===== src/hw/idlog_params.svh =====
// Offsets, field positions, codes and limits of the identify and log completion block.
`ifndef IDLOG_PARAMS_SVH
`define IDLOG_PARAMS_SVH
`define STRUCT_BYTES     4096
`define STRUCT_LAST_WORD (`STRUCT_BYTES / 4 - 1)
`define PAGE_BYTES       13'h1000
`define SEL_MSB          7
`define SEL_LSB          0
`define CTRL_ID_MSB      31
`define CTRL_ID_LSB      16
`define SEL_NS           8'h00
`define SEL_CTRL         8'h01
`define SEL_NS_LIST      8'h02
`define SEL_NS_ALL       8'h10
`define SEL_NS_ANY       8'h11
`define SEL_CTRL_NS      8'h12
`define SEL_CTRL_ALL     8'h13
`define NS_ID_COMMON     32'h0FFFFFFF
`define NS_LIST_MAX      1024
`define CTRL_LIST_MAX    2047
`define NS_SCAN_LIMIT    32'h00000400
`define CTRL_SCAN_LIMIT  32'h0000FFFE
`define SCT_GENERIC      3'h0
`define SCT_CMD          3'h1
`define SC_OK            8'h00
`define SC_BAD_FIELD     8'h02
`define SC_BAD_LOG       8'h09
`define SC_BAD_NS        8'h0B
`endif


===== src/hw/idlog_pkg.sv =====
// Types shared by the identify and log completion block.
package idlog_pkg;
  typedef enum logic {op_get_log, op_identify} cmd_op_type;
  typedef enum logic [1:0] {fill_zero, fill_src, fill_list} fill_type;
  typedef enum logic [1:0] {src_ns, src_ns_common, src_ctrl, src_log} src_kind_type;
  typedef enum logic [1:0] {
    scan_ns_active, scan_ns_present, scan_ctrl_on_ns, scan_ctrl_all
  } scan_kind_type;
  typedef struct packed {
    cmd_op_type  op;
    logic [31:0] namespace_id_field;
    logic [31:0] command_dword_ten;
    logic [63:0] first_buffer_pointer;
    logic [63:0] second_buffer_pointer;
    logic [7:0]  log_id;
    logic [9:0]  log_numd;
  } cmd_type;
  typedef struct packed {
    logic [31:0] ns_id;
    logic [7:0]  log_id;
  } query_type;
  typedef struct packed {
    logic [63:0] addr;
    logic [31:0] data;
  } wr_type;
  typedef struct packed {
    logic [2:0] sct;
    logic [7:0] sc;
  } cpl_type;
endpackage


===== src/hw/id_list_scanner.sv =====
// Walks candidate identifiers upward and returns the next one that the probe marks as a hit.
module id_list_scanner (
  // Clock and reset
  input  wire logic        core_clk,
  input  wire logic        rst_b,
  // Control
  input  wire logic        start,
  input  wire logic        strict,
  input  wire logic [31:0] lo,
  input  wire logic [31:0] limit,
  input  wire logic        next,
  // Probe
  output logic      [31:0] scan_id,
  input  wire logic        scan_hit,
  // Result
  output logic             result,
  output logic      [31:0] result_id,
  output logic             empty
);
  logic busy;

  always_ff @(posedge core_clk or negedge rst_b) begin
    if (!rst_b) begin
      scan_id   <= 32'h0;
      busy      <= 1'b0;
      result    <= 1'b0;
      result_id <= 32'h0;
      empty     <= 1'b0;
    end else begin
      result <= 1'b0;
      if (start) begin
        scan_id <= strict ? lo + 32'h1 : lo;
        empty   <= strict && (lo == 32'hFFFFFFFF);
        busy    <= 1'b0;
      end else if (next) begin
        busy <= 1'b1;
      end else if (busy) begin
        // Candidates run upward, so the list comes out in ascending order.
        if (scan_id > limit) begin
          empty     <= 1'b1;
          result    <= 1'b1;
          result_id <= 32'h0;
          busy      <= 1'b0;
        end else if (scan_hit) begin
          result    <= 1'b1;
          result_id <= scan_id;
          scan_id   <= scan_id + 32'h1;
          busy      <= 1'b0;
        end else begin
          scan_id <= scan_id + 32'h1;
        end
      end
    end
  end
endmodule


===== src/hw/identify_and_log_completion.sv =====
`include "idlog_params.svh"
module identify_and_log_completion
  import idlog_pkg::*;
(
  // Clock and reset
  input  wire logic        core_clk,
  input  wire logic        rst_b,
  // Command
  input  wire logic        cmd_valid,
  input  wire cmd_type     cmd,
  output logic             cmd_ready,
  // Status queries
  output query_type        query,
  input  wire logic        ns_attached,
  input  wire logic        ns_present,
  input  wire logic        log_page_valid,
  input  wire logic        ns_mgmt_en,
  // Structure source
  output logic             src_rd,
  output src_kind_type     src_kind,
  output logic      [9:0]  src_index,
  input  wire logic [31:0] src_data,
  // Identifier probe
  output scan_kind_type    scan_kind,
  output logic      [31:0] scan_id,
  input  wire logic        scan_hit,
  // Host memory writes
  output logic             wr_valid,
  output wr_type           wr,
  input  wire logic        wr_ready,
  // Completion
  output logic             cpl_valid,
  output cpl_type          cpl,
  input  wire logic        cpl_ready
);
  typedef enum logic [3:0] {
    st_idle, st_check, st_prime, st_fetch, st_src_req, st_src_cap,
    st_scan, st_write, st_wr_ack, st_count, st_cpl, st_cpl_ack
  } state_type;

  state_type   state;
  cmd_op_type  op;
  fill_type    fill;
  cpl_type     status;
  logic [7:0]  sel;
  logic [15:0] ctrl_id;
  logic [63:0] buf_ptr_one;
  logic [63:0] buf_ptr_two;
  logic [9:0]  last_wi;
  logic [9:0]  wi;
  logic        is_ctrl;
  logic        half;
  logic        counted;
  logic [31:0] word_buf;
  logic [15:0] first_hi;
  logic [10:0] list_cnt;
  logic        scan_start;
  logic        scan_next;
  logic        scan_strict;
  logic [31:0] scan_lo;
  logic [31:0] scan_limit;
  logic        sc_result;
  logic [31:0] sc_result_id;
  logic        sc_empty;
  logic        entry_now;
  logic [15:0] entry_val;
  logic [10:0] wr_count;

  // A buffer that starts mid page spills into the page that the second pointer names.
  function automatic logic [63:0] host_addr(input logic [63:0] p1,
                                            input logic [63:0] p2,
                                            input logic [9:0]  w);
    logic [12:0] off;
    logic [12:0] room;
    off  = {1'b0, w, 2'b00};
    room = `PAGE_BYTES - {1'b0, p1[11:0]};
    if (off < room)
      return p1 + 64'(off);
    return p2 + 64'(off - room);
  endfunction

  id_list_scanner u_scanner (
    .core_clk  (core_clk),
    .rst_b     (rst_b),
    .start     (scan_start),
    .strict    (scan_strict),
    .lo        (scan_lo),
    .limit     (scan_limit),
    .next      (scan_next),
    .scan_id   (scan_id),
    .scan_hit  (scan_hit),
    .result    (sc_result),
    .result_id (sc_result_id),
    .empty     (sc_empty)
  );

  // A list entry is ready now, either a found identifier or a zero filler.
  always_comb begin
    entry_now = 1'b0;
    entry_val = 16'h0;
    if (state == st_fetch && fill == fill_list &&
        ((is_ctrl && !half && wi == 10'h0) || sc_empty)) begin
      entry_now = 1'b1;
    end else if (state == st_scan && sc_result) begin
      entry_now = 1'b1;
      entry_val = sc_result_id[15:0];
    end
  end

  always_ff @(posedge core_clk or negedge rst_b) begin
    if (!rst_b) begin
      state       <= st_idle;
      cmd_ready   <= 1'b1;
      op          <= op_get_log;
      fill        <= fill_zero;
      status      <= '0;
      sel         <= 8'h0;
      ctrl_id     <= 16'h0;
      buf_ptr_one <= 64'h0;
      buf_ptr_two <= 64'h0;
      last_wi     <= 10'h0;
      wi          <= 10'h0;
      is_ctrl     <= 1'b0;
      half        <= 1'b0;
      counted     <= 1'b0;
      word_buf    <= 32'h0;
      first_hi    <= 16'h0;
      list_cnt    <= 11'h0;
      query       <= '0;
      src_rd      <= 1'b0;
      src_kind    <= src_ns;
      src_index   <= 10'h0;
      scan_kind   <= scan_ns_active;
      scan_start  <= 1'b0;
      scan_next   <= 1'b0;
      scan_strict <= 1'b0;
      scan_lo     <= 32'h0;
      scan_limit  <= 32'h0;
      wr_valid    <= 1'b0;
      wr          <= '0;
      cpl_valid   <= 1'b0;
      cpl         <= '0;
    end else begin
      src_rd     <= 1'b0;
      scan_start <= 1'b0;
      scan_next  <= 1'b0;
      case (state)
        st_idle: begin
          if (cmd_valid) begin
            cmd_ready    <= 1'b0;
            op           <= cmd.op;
            query.ns_id  <= cmd.namespace_id_field;
            query.log_id <= cmd.log_id;
            sel          <= cmd.command_dword_ten[`SEL_MSB:`SEL_LSB];
            ctrl_id      <= cmd.command_dword_ten[`CTRL_ID_MSB:`CTRL_ID_LSB];
            buf_ptr_one  <= cmd.first_buffer_pointer;
            buf_ptr_two  <= cmd.second_buffer_pointer;
            last_wi      <= cmd.op == op_identify ? 10'(`STRUCT_LAST_WORD) : cmd.log_numd;
            wi           <= 10'h0;
            half         <= 1'b0;
            counted      <= 1'b0;
            is_ctrl      <= 1'b0;
            list_cnt     <= 11'h0;
            status       <= '{sct: `SCT_GENERIC, sc: `SC_OK};
            state        <= st_check;
          end
        end
        st_check: begin
          // The scanner restarts here so its empty flag is fresh by the first fetch.
          scan_start  <= 1'b1;
          state       <= st_fetch;
          fill        <= fill_src;
          scan_strict <= 1'b1;
          scan_lo     <= query.ns_id;
          scan_limit  <= `NS_SCAN_LIMIT;
          if (op == op_get_log) begin
            src_kind <= src_log;
            if (!log_page_valid) begin
              status <= '{sct: `SCT_CMD, sc: `SC_BAD_LOG};
              state  <= st_cpl;
            end
          end else begin
            case (sel)
              `SEL_NS: begin
                if (query.ns_id == `NS_ID_COMMON && ns_mgmt_en)
                  src_kind <= src_ns_common;
                else if (ns_attached)
                  src_kind <= src_ns;
                else
                  fill <= fill_zero;
              end
              `SEL_CTRL: src_kind <= src_ctrl;
              `SEL_NS_LIST: begin
                fill      <= fill_list;
                scan_kind <= scan_ns_active;
                state     <= st_prime;
              end
              `SEL_NS_ALL, `SEL_NS_ANY, `SEL_CTRL_NS, `SEL_CTRL_ALL: begin
                if (!ns_mgmt_en) begin
                  status <= '{sct: `SCT_GENERIC, sc: `SC_BAD_FIELD};
                  state  <= st_cpl;
                end else if (sel == `SEL_NS_ANY) begin
                  src_kind <= src_ns;
                  if (!ns_present) begin
                    status <= '{sct: `SCT_GENERIC, sc: `SC_BAD_NS};
                    state  <= st_cpl;
                  end
                end else begin
                  fill  <= fill_list;
                  state <= st_prime;
                  if (sel == `SEL_NS_ALL) begin
                    scan_kind <= scan_ns_present;
                  end else begin
                    is_ctrl     <= 1'b1;
                    scan_strict <= 1'b0;
                    scan_lo     <= {16'h0, ctrl_id};
                    scan_limit  <= `CTRL_SCAN_LIMIT;
                    scan_kind   <= sel == `SEL_CTRL_NS ? scan_ctrl_on_ns : scan_ctrl_all;
                  end
                end
              end
              default: begin
                status <= '{sct: `SCT_GENERIC, sc: `SC_BAD_FIELD};
                state  <= st_cpl;
              end
            endcase
          end
        end
        st_prime: begin
          state <= st_fetch;
        end
        st_fetch: begin
          if (fill == fill_zero) begin
            word_buf <= 32'h0;
            state    <= st_write;
          end else if (fill == fill_src) begin
            src_rd    <= 1'b1;
            src_index <= wi;
            state     <= st_src_req;
          end else if (!entry_now) begin
            scan_next <= 1'b1;
            state     <= st_scan;
          end
        end
        st_src_req: state <= st_src_cap;
        st_src_cap: begin
          word_buf <= src_data;
          state    <= st_write;
        end
        st_scan: ;
        st_write: begin
          wr_valid <= 1'b1;
          wr.addr  <= host_addr(buf_ptr_one, buf_ptr_two, wi);
          wr.data  <= word_buf;
          state    <= st_wr_ack;
        end
        st_wr_ack: begin
          if (wr_ready) begin
            wr_valid <= 1'b0;
            half     <= 1'b0;
            if (counted || (wi == last_wi && !is_ctrl)) begin
              state <= st_cpl;
            end else if (wi == last_wi) begin
              state <= st_count;
            end else begin
              wi    <= wi + 10'h1;
              state <= st_fetch;
            end
          end
        end
        st_count: begin
          // Entry zero of a controller list carries the number of identifiers found.
          word_buf <= {first_hi, 5'h0, list_cnt};
          wi       <= 10'h0;
          counted  <= 1'b1;
          state    <= st_write;
        end
        st_cpl: begin
          cpl_valid <= 1'b1;
          cpl       <= status;
          state     <= st_cpl_ack;
        end
        st_cpl_ack: begin
          if (cpl_ready) begin
            cpl_valid <= 1'b0;
            cmd_ready <= 1'b1;
            state     <= st_idle;
          end
        end
        default: state <= st_idle;
      endcase
      if (entry_now) begin
        if (state == st_scan && sc_result && !sc_empty)
          list_cnt <= list_cnt + 11'h1;
        if (!is_ctrl) begin
          word_buf <= {16'h0, entry_val};
          state    <= st_write;
        end else if (!half) begin
          word_buf[15:0] <= entry_val;
          half           <= 1'b1;
          state          <= st_fetch;
        end else begin
          word_buf[31:16] <= entry_val;
          if (wi == 10'h0)
            first_hi <= entry_val;
          state <= st_write;
        end
      end
    end
  end

  // Writes acknowledged for the command in flight.
  always_ff @(posedge core_clk or negedge rst_b) begin
    if (!rst_b)
      wr_count <= 11'h0;
    else if (state == st_idle)
      wr_count <= 11'h0;
    else if (wr_valid && wr_ready)
      wr_count <= wr_count + 11'h1;
  end
endmodule


===== config.mk =====
export PLATFORM = sky130hd
export DESIGN_NAME = identify_and_log_completion
export DESIGN_NICKNAME = d
export VERILOG_FILES = /design/src/hw/idlog_pkg.sv /design/src/hw/id_list_scanner.sv /design/src/hw/identify_and_log_completion.sv
export VERILOG_INCLUDE_DIRS = /design/src /design/src/hw
export SDC_FILE = /design/constraint.sdc
export NUM_CORES = 1
export LEC_CHECK = 0
export BUFFER_PORTS_ARGS = -buffer_cell sky130_fd_sc_hd__buf_2
export CELL_PAD_IN_SITES_DETAIL_PLACEMENT = 1
export CELL_PAD_IN_SITES_GLOBAL_PLACEMENT = 1
export CORE_UTILIZATION = 40
export DETAILED_ROUTE_END_ITERATION = 6
export PLACE_DENSITY = 0.75
export SETUP_SLACK_MARGIN = 0.1
export SLEW_MARGIN = 15
export SYNTH_ARGS = -nofsm -noshare
export SYNTH_HDL_FRONTEND = slang
export SYNTH_SLANG_ARGS = --single-unit

===== constraint.sdc =====
create_clock -name core_clk -period 20.1 [get_ports core_clk]
set_input_delay 3.015 -clock core_clk [delete_from_list [all_inputs] [get_ports core_clk]]
set_output_delay 3.015 -clock core_clk [all_outputs]
set_load 0.03 [all_outputs]

==> flow_summary.toml <==
[detailed_routing]
drc = 44
first_pass_iters = 7
drtIter0Drc = 1761
wl_per_cell_um = 21.5
vias_per_cell = 5.60
antenna_left = 0
dr_total_vias = 24900
wl_um = 95300

[floorplan]
die_w_um = 261
initial_utilization_pct = 40.6
core_area_mm2 = 0.0661
num_rows = 94
die_y_um = 261
io_pins = 450
die-area_mm2 = 0.0681

[power_and_ir_drop]
leakagePower_nw = 15.7
peakVddDrop_mv = 0.0954
powerDensity_mw_per_mm2 = 175

[critical_path]
crit_type = "reg -> reg"
cp.arrival_ns = 7.47
worstPathRequired_ns = 20.60
rr_worst_depth = 23
rrSetupSlack_ns = 13.13
start_kind = "flip-flop"
r2r-start = "buf_ptr_one[0]"
cp_max_fo = 51
r2r-end = "wr[84]"
cp-end-kind = "flip-flop"

[timing]
slew_headroom_pct = 18.9
finalCritPeriodShare_pct = 34.7
setup_slack_ns = 13.13
tightest_slew_ns = 1.21
rsz0062_at_grt = "false"
fin_setup_tns_ns = 0
hold_viol = 0
max_freq_mhz = 144
fin_crit_ns = 6.97
holdWs_ns = 0.457
fin_worst_skew_ns = 0.0182
setup_viol = 0
slew_viol_final = 0

[placement]
port_buffers = 434
place.gp.congestion = 0.901
dpl.hpwl_um = 69100
pre_cts_ws_ns = 13.20

[synth]
synth_edf_count = 0
ys_ff_latch = 489
synth.distinct_cells = 76
postSynthCellCount = 3167
synth.avg_cell_area_um2 = 8.47
yosysWarningCount = 0
ys_seq_area_share_pct = 45.6
async_reset_ff_share_pct = 100
synth_area_mm2 = 0.0268
synth_ff_type = "dfrtp_1"

[cts]
cts_tree = "built"
h-tree-depth = 2
path_clk_slew_ns = 0.06
clk_latency_ns = 0.63
cts_resized = 0
cts_buffers = 56
cts_hold_buffers = 0
cts_setup_buffers = 0
cts_sinks = 489
root_buffer = "clkbuf_16"
clockBufferDepth = 3

[final_layout]
multi_input_area_mm2 = 0.0137
nNetsFinal = 3888
final_common_cell = "nand2_1"
final_cell_mix = "964 x nand2_1, 487 x dfrtp_1, 433 x buf_2"
area_growth_pct = 18.5
seq_area_mm2 = 0.0122
drive_gt1_share_pct = 16.7
fillers = 7935

[run_status]
violations = "design-rule violations"
status = "complete, but fails checks"

[hold_path]
worstHoldPathType = "reg -> reg"
min_from = "scan_limit[10]"
hold_depth = 2
holdPathEnd = "scan_limit[10]"

[global_routing]
grt_usage_pct = 27.8
grt_pass1_wl_um = 149000
antenna_found_initial = 11
grt_pass1_vias = 26300
grt_max_degree = 108
grt-ovfl-total = 0

[run]
maxCapViolCount = 0
[synth_stat cells, drive strengths merged, types with 12 or more instances]
master / number / area (µm²)
a211oi: 17 / 150
a21o: 43 / 323
a21oi: 166 / 831
a222oi: 43 / 430
a22o: 16 / 140
a22oi: 12 / 90.1
a31oi: 20 / 125
and2: 12 / 75.1
and3: 39 / 244
and4: 15 / 131
buf: 20 / 111
clkbuf: 142 / 533
dfrtp: 488 / 12200
ha: 104 / 1300
inv: 91 / 342
nand2: 965 / 3620
nand2b: 13 / 81.3
nand3: 71 / 355
nand4: 55 / 344
nor2: 172 / 646
nor2b: 15 / 93.8
nor3: 40 / 200
nor4: 18 / 125
o21a: 17 / 128
o21ai: 207 / 1040
o21bai: 16 / 120
o31ai: 20 / 150
or3: 14 / 87.6
xnor2: 125 / 1090
xor2: 74 / 648
[kinds of logic (layout without fill, tap and decap cells)]
kind of cell	after synthesis	after routing	share of synthesized area, %
AND/OR/NAND/NOR	1461	1461	23.3
flip-flops	489	489	45.6
AO/OA/AOI/OAI	645	645	15.4
other	1	12	0.0140
buffers and inverters	254	654	3.69
adder cells (fa/ha/maj)	106	106	5.00
XOR/XNOR	199	199	6.50
multiplexers	12	12	0.490
[flip-flops by register name, summed over array words and instances, names as in the netlist, 4 cells and up]
register and cells:
list_cnt 11, src_index 10, wi 10, word_buf 32
first_hi 16, u_scanner.result_id 16, buf_ptr_one 64, sel 8
u_scanner.scan_id 32, last_wi 10, buf_ptr_two 64, state 4
scan_lo 32, ctrl_id 16, query 40, wr 96
[through the flow]
stage	area [µm²]	cells	total power, mW	util (%)
4_1_cts	31800	4437	5.60	48.0
3_5_place_dp	29700	4335	4.44	45.0
5_1_grt	31800	4441	5.95	48.1
6_report	31800	4442	5.57	48.1
3_3_place_gp	29700	4335	4.33	45.0
2_1_floorplan	26800	3173	3.56	-
[critical path, cell delays in order, from the launching register on]
cell and delay (ns):
dfrtp_1 0.48, inv_1 0.12, ha_1 0.26, nor3b_1 0.62, nand2_1 0.15, xnor2_1 0.16
ha_1 0.39, nand3_1 0.12, a2111oi_2 0.37, nor2_1 0.12, a2111oi_2 0.41, o21a_1 0.23
o21ai_4 0.06, buf_4 0.33, ha_1 0.49, a21o_1 0.25, a31oi_1 0.28, o211ai_1 0.18
a221oi_1 0.38, nand3_1 0.22, a21oi_1 0.49, o31a_1 0.29, xnor2_1 0.11, a221o_1 0.33
[worst max-delay path by stage]
stage | slack (ns) | endpoint | from
after detailed placement | 13.20 | wr[84] | buf_ptr_one[0]
after CTS | 13.17 | wr[84] | buf_ptr_one[0]
final | 13.13 | wr[84] | buf_ptr_one[0]
after floorplan | 13.12 | wr[92] | buf_ptr_one[0]
after global routing | 12.71 | wr[92] | buf_ptr_one[0]
after global placement | 13.39 | wr[84] | buf_ptr_one[0]
[cell type report]
cell class / instances / area share, %
Clock buffer: 77 / 5.10
Timing Repair Buffer: 460 / 7.49
Tap cell: 864 / 3.40
Antenna cell: 5 / 0.0394
Clock inverter: 25 / 1.26
Inverter: 92 / 1.09
Multi-Input combinational cell: 2430 / 43.1
Sequential cell: 489 / 38.5
[report_power, final]
part	total [mW]	switching, mW	leakage, nW	internal, mW
clock	1.13	0.446	0.984	0.679
sequential	1.81	0.425	6.21	1.38
combinational	2.64	1.70	8.46	0.942
total	5.57	2.57	15.7	3.00
[metal layers]
| metal | part of all wire [%] | track usage (%) | routed length, µm | up-vias |
|---|---|---|---|---|
| li1 | - | - | - | 11600 |
| met1 | 44 | 36.7 | 41700 | 12500 |
| met2 | 48 | 46.5 | 45700 | 597 |
| met3 | 4.9 | 4.02 | 4650 | 182 |
| met4 | 3.4 | 9.50 | 3200 | 12 |
| met5 | 0.066 | 0 | 63 | - |
(Power assumes the default switching activity.)
